[src/t16_consts.svh]
// constants for the 16-bit capture/compare timer core
`ifndef T16_CONSTS_SVH
`define T16_CONSTS_SVH

// cpu access addresses of the three data registers
`define T16_ADDR_CAPA   2'h0
`define T16_ADDR_CAPB   2'h1
`define T16_ADDR_COUNT  2'h2

// bit positions inside capcmp_control
`define T16_CTL_A_MODE  0
`define T16_CTL_A_TRIG  1
`define T16_CTL_B_MODE  2

// reset and step values
`define T16_COUNT_RST   16'h0000
`define T16_COUNT_STEP  16'h0001
`define T16_RDATA_RST   16'h0000

// pwm duty field: 14 bits taken from capcmp_a_value[15:2]
`define T16_PWM_MSB     13
`define T16_DUTY_LSB    2

`endif

[src/t16_pkg.sv]
// types for the 16-bit capture/compare timer core
package t16_pkg;

  // run-mode codes from the three run-mode bits
  typedef enum logic [2:0] {
    T16_MODE_STOP    = 3'b000,
    T16_MODE_PWM     = 3'b001,
    T16_MODE_FREE_A  = 3'b010,
    T16_MODE_FREE_B  = 3'b011,
    T16_MODE_EDGE_A  = 3'b100,
    T16_MODE_EDGE_B  = 3'b101,
    T16_MODE_MATCH_A = 3'b110,
    T16_MODE_MATCH_B = 3'b111
  } t16_mode_e;

  // pin valid-edge codes
  typedef enum logic [1:0] {
    T16_EDGE_FALL = 2'b00,
    T16_EDGE_RISE = 2'b01,
    T16_EDGE_BAD  = 2'b10,
    T16_EDGE_BOTH = 2'b11
  } t16_edge_e;

  // complete state of the core
  typedef struct packed {
    logic        ti0_s1;
    logic        ti0_s2;
    logic        ti0_d;
    logic        ti1_s1;
    logic        ti1_s2;
    logic        ti1_d;
    logic [15:0] count;
    logic [15:0] capa;
    logic [15:0] capb;
    logic        tout;
    logic        irq_a;
    logic        irq_b;
    logic [15:0] rdata;
    logic        rvalid;
  } t16_state_s;

endpackage : t16_pkg
[src/t16_core.sv]
// 16-bit up-counter with two capture/compare registers and timer output
// Summary of operation
// RQ1 - pwm mode drives the output with a 14-bit duty setting
// RQ2 - square wave half period spans one up to 2^16 count edges
// RQ3 - one 16-bit counter, two 16-bit capture/compare registers, one output
// RQ4 - control bit 0 selects capture or compare for register a
// RQ5 - register a in compare mode raises match_irq_a on counter equality
// RQ6 - register a holds interval length and pwm pulse width
// RQ7 - register a captures counter on selected input 0 or 1 edge
// RQ8 - input 0 code 00 captures on rising edge, code 01 on falling
// RQ9 - code 10 forbidden; code 11 makes both edges valid, no capture
// RQ10 - software writes both capture/compare registers as whole 16-bit words
// RQ11 - reset leaves both capture/compare registers undefined
// RQ12 - control bit 2 selects capture or compare for register b
// RQ13 - register b in compare mode raises match_irq_b on equality
// RQ14 - register b captures counter on the valid edge of input 0
// RQ15 - counter counts selected pulses; reset clears it to zero
// RQ16 - software sets register b to capture before reading the counter
// RQ17 - a counter read goes through register b, overwriting its value
// RQ18 - run-mode code 000 stops and clears; other codes count
// RQ19 - running counter steps by one per tick and wraps to zero
`timescale 1ns/100ps
`include "t16_consts.svh"

module t16_core (
  input  wire logic              clk,
  input  wire logic              reset_n,
  input  wire logic              ce,
  input  wire logic              count_tick,
  input  wire t16_pkg::t16_mode_e run_mode,
  input  wire logic [2:0]        capcmp_control,
  input  wire logic              edge_select_hi,
  input  wire logic              edge_select_lo,
  input  wire t16_pkg::t16_edge_e ti1_edge_select,
  input  wire logic              timer_input_0,
  input  wire logic              timer_input_1,
  input  wire logic              cpu_sel,
  input  wire logic              cpu_wr,
  input  wire logic [1:0]        cpu_addr,
  input  wire logic [15:0]       cpu_wdata,
  output logic      [15:0]       cpu_rdata,
  output logic                   cpu_rvalid,
  output logic                   timer_output_pin,
  output logic                   match_irq_a,
  output logic                   match_irq_b
);
  import t16_pkg::*;

  t16_state_s st_r;
  t16_state_s st_nxt;

  logic      rise0;
  logic      fall0;
  logic      rise1;
  logic      fall1;
  t16_edge_e edge0_code;
  logic      valid0;
  logic      valid1;
  logic      capa_ti0;
  logic      running;
  logic      cap_mode_a;
  logic      cap_mode_b;
  logic      cap_a_ev;
  logic      cap_b_ev;
  logic      cnt_read;
  logic      wr_a;
  logic      wr_b;
  logic      changed;
  logic      match_a;
  logic      match_b;
  logic      clr_match;

  // edge qualifier shared by valid-edge and capture-edge decoding
  function automatic logic edge_hit(input t16_edge_e code,
                                    input logic      r,
                                    input logic      f);
    logic hit;
    hit = 1'b0;
    unique case (code)
      T16_EDGE_FALL: hit = f;
      T16_EDGE_RISE: hit = r;
      T16_EDGE_BOTH: hit = r | f;
      T16_EDGE_BAD:  hit = 1'b0;
    endcase
    return hit;
  endfunction : edge_hit

  // next-state computation
  always_comb begin
    st_nxt = st_r;
    // pin synchronisers, third stage for edge detection
    st_nxt.ti0_s1 = timer_input_0;
    st_nxt.ti0_s2 = st_r.ti0_s1;
    st_nxt.ti0_d  = st_r.ti0_s2;
    st_nxt.ti1_s1 = timer_input_1;
    st_nxt.ti1_s2 = st_r.ti1_s1;
    st_nxt.ti1_d  = st_r.ti1_s2;
    rise0 = st_r.ti0_s2 & ~st_r.ti0_d;
    fall0 = ~st_r.ti0_s2 & st_r.ti0_d;
    rise1 = st_r.ti1_s2 & ~st_r.ti1_d;
    fall1 = ~st_r.ti1_s2 & st_r.ti1_d;
    edge0_code = t16_edge_e'({edge_select_hi, edge_select_lo});
    valid0 = edge_hit(edge0_code, rise0, fall0);
    valid1 = edge_hit(ti1_edge_select, rise1, fall1);
    // capture edge is the opposite of the pin edge; none for both
    capa_ti0 = (edge0_code != T16_EDGE_BOTH)
             & edge_hit(edge0_code, fall0, rise0);          // [RQ8] [RQ9]

    // mode decoding
    running    = (run_mode != T16_MODE_STOP);               // [RQ18]
    cap_mode_a = capcmp_control[`T16_CTL_A_MODE];           // [RQ4]
    cap_mode_b = capcmp_control[`T16_CTL_B_MODE];           // [RQ12]
    cap_a_ev   = cap_mode_a & (capcmp_control[`T16_CTL_A_TRIG]
                               ? valid1 : capa_ti0);        // [RQ7]
    cap_b_ev   = cap_mode_b & valid0;                       // [RQ14]
    cnt_read   = cpu_sel & ~cpu_wr
               & (cpu_addr == `T16_ADDR_COUNT);             // [RQ16]
    wr_a       = cpu_sel & cpu_wr & (cpu_addr == `T16_ADDR_CAPA);
    wr_b       = cpu_sel & cpu_wr & (cpu_addr == `T16_ADDR_CAPB);
    clr_match  = (run_mode == T16_MODE_MATCH_A)
               | (run_mode == T16_MODE_MATCH_B);

    // counter: stop clears, edge modes restart, match modes reload
    changed = 1'b0;
    if (!running) begin
      st_nxt.count = `T16_COUNT_RST;                        // [RQ18]
    end else if (((run_mode == T16_MODE_EDGE_A)
                  | (run_mode == T16_MODE_EDGE_B)) & valid0) begin
      st_nxt.count = `T16_COUNT_RST;
      changed      = 1'b1;
    end else if (count_tick) begin
      changed = 1'b1;
      if (clr_match & ~cap_mode_a & (st_r.count == st_r.capa)) begin
        st_nxt.count = `T16_COUNT_RST;                      // [RQ6] [RQ2]
      end else begin
        st_nxt.count = st_r.count + `T16_COUNT_STEP;        // [RQ19] [RQ15]
      end
    end

    // match requests on arrival at the compare value
    match_a = running & ~cap_mode_a & changed
            & (st_nxt.count == st_r.capa);                  // [RQ5]
    match_b = running & ~cap_mode_b & changed
            & (st_nxt.count == st_r.capb);                  // [RQ13]
    st_nxt.irq_a = match_a;
    st_nxt.irq_b = match_b;

    // timer output: pwm compare or toggle on match
    if (run_mode == T16_MODE_PWM) begin
      st_nxt.tout = (st_nxt.count[`T16_PWM_MSB:0]
                     < st_r.capa[15:`T16_DUTY_LSB]);        // [RQ1] [RQ6]
    end else if (running & (match_a | match_b)) begin
      st_nxt.tout = ~st_r.tout;                             // [RQ2]
    end

    // register a: capture beats a cpu write in the same cycle
    if (cap_a_ev) begin
      st_nxt.capa = st_r.count;                             // [RQ7]
    end else if (wr_a) begin
      st_nxt.capa = cpu_wdata;
    end
    // register b: counter read and capture load the counter
    if (cnt_read | cap_b_ev) begin
      st_nxt.capb = st_r.count;                             // [RQ17] [RQ14]
    end else if (wr_b) begin
      st_nxt.capb = cpu_wdata;
    end

    // read port
    st_nxt.rvalid = cpu_sel & ~cpu_wr;
    unique case (cpu_addr)
      `T16_ADDR_CAPA:  st_nxt.rdata = st_r.capa;
      `T16_ADDR_CAPB:  st_nxt.rdata = st_r.capb;
      `T16_ADDR_COUNT: st_nxt.rdata = st_r.count;           // [RQ17]
      default:         st_nxt.rdata = `T16_RDATA_RST;
    endcase
    if (!(cpu_sel & ~cpu_wr)) begin
      st_nxt.rdata = st_r.rdata;
    end

    // clock enable low freezes everything except the synchronous reset below
    if (!ce) begin
      st_nxt = st_r;
    end
    // synchronous reset; capture/compare registers keep content
    if (!reset_n) begin
      st_nxt        = '0;
      st_nxt.count  = `T16_COUNT_RST;                       // [RQ15]
      st_nxt.rdata  = `T16_RDATA_RST;
      st_nxt.capa   = st_r.capa;                            // [RQ11]
      st_nxt.capb   = st_r.capb;                            // [RQ11]
    end
  end

  // state register
  always_ff @(posedge clk) begin
    st_r <= st_nxt;                                         // [RQ3]
  end

  // outputs straight from the state register
  assign cpu_rdata        = st_r.rdata;
  assign cpu_rvalid       = st_r.rvalid;
  assign timer_output_pin = st_r.tout;
  assign match_irq_a      = st_r.irq_a;
  assign match_irq_b      = st_r.irq_b;
endmodule : t16_core

[config.mk]
export PLATFORM = sky130hd
export DESIGN_NAME = t16_core
export DESIGN_NICKNAME = d
export VERILOG_FILES = /design/src/t16_pkg.sv /design/src/t16_core.sv
export VERILOG_INCLUDE_DIRS = /design/src /design/src/src
export SDC_FILE = /design/constraint.sdc
export NUM_CORES = 1
export LEC_CHECK = 0
export ABC_AREA = 0
export BUFFER_PORTS_ARGS = -buffer_cell sky130_fd_sc_hd__buf_2
export CORE_ASPECT_RATIO = 0.9
export CORE_MARGIN = 2
export CORE_UTILIZATION = 30
export CTS_BUF_LIST = sky130_fd_sc_hd__clkbuf_16
export DETAILED_ROUTE_END_ITERATION = 16
export MAX_ROUTING_LAYER = met4
export SYNTH_ARGS = -nofsm -noshare
export SYNTH_HDL_FRONTEND = slang
export SYNTH_SLANG_ARGS = --single-unit
[constraint.sdc]
create_clock -name clk -period 5.5 [get_ports clk]
set_input_delay 0.825 -clock clk [delete_from_list [all_inputs] [get_ports clk]]
set_output_delay 0.825 -clock clk [all_outputs]
set_load 0.02 [all_outputs]
==> results_dict.tcl <==
set metrics [dict create \
    syn-num-nets 600 \
    synthCells 546 \
    slowest_delay_ns 0.74 \
    intPower_mw 1.009 \
    cts_resized 0 \
    drt-initial-drc-count 427 \
    critPathKind "primary input to register" \
    pwr-share-clk_pct 45.0 \
    cpMostUsedCell "o21ai_0" \
    first_pass_iters 5 \
    crit_required_ns 5.77 \
    final_cell_mix "buf_2 (55), dfxtp_1 (42), mux2i_1 (41), nand2_1 (37), edfxtp_1 (32)" \
    gr-total-overflow 0 \
    cts_max_level 3 \
    wl_per_cell_um 20.15 \
    setup_tns_ns 0 \
    nFillCells 1782 \
    worst-path-buf-inv 1 \
    die_w_um 143.4 \
    fin_util_pct 34.58 \
    cp_max_fo 12 \
    ys_warn_count 0 \
    core_area_um2 17000 \
    grt_pass1_vias 4219 \
    crit_chain "buf_2 -> nand4b_1 -> nor4_1 -> nand4_1 -> o21ai_1 -> nor2_1 -> ha_1 -> a21oi_1 -> nor2b_1 -> o21ai_0 -> nand4b_1 -> a21oi_1 -> o21ai_0 -> a311oi_1 -> o21ai_0 -> mux2i_1" \
    antenna_found_initial 0 \
    clk_latency_ns 0.34 \
    crit_family "compound AO/OA/AOI/OAI gates" \
    cts.sinks 74 \
    rsz0062_at_grt "false" \
    ys_seq_area_share_pct 34.33 \
    tritoncts "built" \
    p_seq_share_pct 44.3 \
    numCtsBuffers 9 \
    routed_via_density 5.386 \
    setup_viol 0 \
    num_rows 45 \
    syn_area_per_cell_um2 9.611 \
    p_comb_share_pct 10.7 \
    finalCriticalPeriod_ns 4.133 \
    dp_hpwl_um 12110 \
    finish.net_count 618 \
    fin_worst_skew_ns 0.007731 \
    fmax_mhz 242.0 \
    ys_types 75 \
    io_buffer_count 55 \
    area_delta_synth_final_pct 12.04 \
    dieArea_um2 18570 \
    cts_setup_buffers 0 \
    syn_area_um2 5248 \
    power_density_nw_per_um2 229.8 \
    cp-end-kind "register" \
    drive_gt1_share_pct 22.50 \
    setup.worst_path.start_class "primary input" \
    grtUsageTotal_pct 18.46 \
    hold_viol 0 \
    cp_slowest_cell "o21ai_1" \
    async_flop_share_pct 0 \
    grt_max_degree 45 \
    root_buffer "clkbuf_16" \
    totalWireLength_um 16200 \
    cap_violations 0 \
    slew_headroom_pct 19.76 \
    p_switching_mw 0.3420 \
    swShare_pct 25.31 \
    final_common_cell "buf_2" \
    drc_errors 0 \
    period_share_pct 75.14 \
    worstMarginPinSlew_ns 1.201 \
    run_status "finished clean" \
    ioPinCount 56 \
    ir_worst_vdd_mv 0.1273 \
    ys.flop_type "dfxtp_1" \
    vias 4330 \
    die_h_um 129.5 \
    grt_pass1_wl_um 25030 \
    clk_path_buf_depth 2 \
    antennaDiodeCount 0 \
    clk_pin_slew_ns 0.06 \
    cp_data_arrival_time_ns 4.40 \
    synth-edff-count 32 \
    cts_hold_buf 0 \
    synth-seq-cells 74 \
    start_util_pct 30.86 \
    hold_path.class "register to register" \
    ant_nets 0 \
    gp_routability_congestion 0.9943 \
    slew_viol_final 0 \
    power_leakage_nw 2.483 \
]
through the flow:
| stage | instances | area [µm²] | hold slack [ns] | worst slack, ns | power (mW) |
|---|---|---|---|---|---|
| floorplan | 546 | 5248 | 0.4734 | 1.857 | 0.7113 |
| global route | 804 | 5879 | 0.5130 | 0.9917 | 1.405 |
| CTS | 804 | 5879 | 0.4995 | 1.421 | 1.360 |
| detailed placement | 788 | 5570 | 0.4840 | 1.105 | 0.7543 |
| global placement | 788 | 5570 | 0.4711 | 1.174 | 0.7505 |
| finish | 804 | 5879 | 0.4950 | 1.367 | 1.351 |
power by group through the flow:
| stage | sequential (mW) | clock (mW) | combinational (mW) |
|---|---|---|---|
| detailed placement | 0.611 | 0 | 0.144 |
| floorplan | 0.606 | 0 | 0.105 |
| global route | 0.600 | 0.648 | 0.157 |
| CTS | 0.599 | 0.617 | 0.144 |
| global placement | 0.610 | 0 | 0.140 |
| finish | 0.599 | 0.608 | 0.144 |
Yosys cell counts, drive strengths merged, types with 12 or more instances:
cell type  number  area (µm²)
dfxtp          42       840.8
mux2i          41       410.4
nand2          39       151.4
edfxtp         32       960.9
buf            30       208.9
nor2           29       113.9
nor2b          28       175.2
clkbuf         26       97.59
mux2           26       292.8
inv            25       93.84
o21ai          20       100.1
xor2           20       175.2
ha             18       225.2
o211ai         18       135.1
nor4           16       100.1
o211a          16       160.2
a21oi          13       80.08
xnor2          12       138.9
routing by layer:
layer	wire length (µm)	vias to the layer above	GRT usage, %
met5	0	-	-
met4	157	0	3.576
met3	1283	13	3.732
met2	7159	177	27.59
met1	7598	2119	25.97
li1	-	2021	-
layout make-up:
type | instances | area [µm²] | area share (%)
clock buffer | 11 | 275.3 | 4.682
clock inverter | 5 | 33.78 | 0.5746
inverter | 25 | 93.84 | 1.596
multi-input combinational | 391 | 3045 | 51.80
sequential | 74 | 1802 | 30.64
tap | 235 | 294.0 | 5.001
timing repair buffer | 63 | 335.3 | 5.703
registers in the layout (all words and copies together), names as in the netlist:
name / cells
match_irq_a: 1
st_r: 54
cpu_rdata: 16
cpu_rvalid: 1
timer_output_pin: 1
match_irq_b: 1
logic make-up (layout without fill, tap and decap cells):
logic type	after synthesis	count (layout)	share of synthesized area, %
compound gates	115	115	17.41
xor+xnor	32	32	5.985
fa+ha+maj	18	18	4.292
buf+inv	81	104	7.630
flops	74	74	34.33
mux	67	67	13.40
simple gates	159	159	16.95
path summary, 6_finish.rpt:
path	startpoint	endpoint	slack, ns	depth (start not counted)
setup reg to reg	st_r[46]$_DFFE_PP_	timer_output_pin$_SDFFE_PN0P_	1.53	15
setup / recovery	count_tick	timer_output_pin$_SDFFE_PN0P_	1.37	16
hold / removal	cpu_rdata[8]$_SDFFE_PN0P_	cpu_rdata[8]$_SDFFE_PN0P_	0.49	1
hold reg to reg	cpu_rdata[8]$_SDFFE_PN0P_	cpu_rdata[8]$_SDFFE_PN0P_	0.49	1
(Power assumes the default switching activity.)
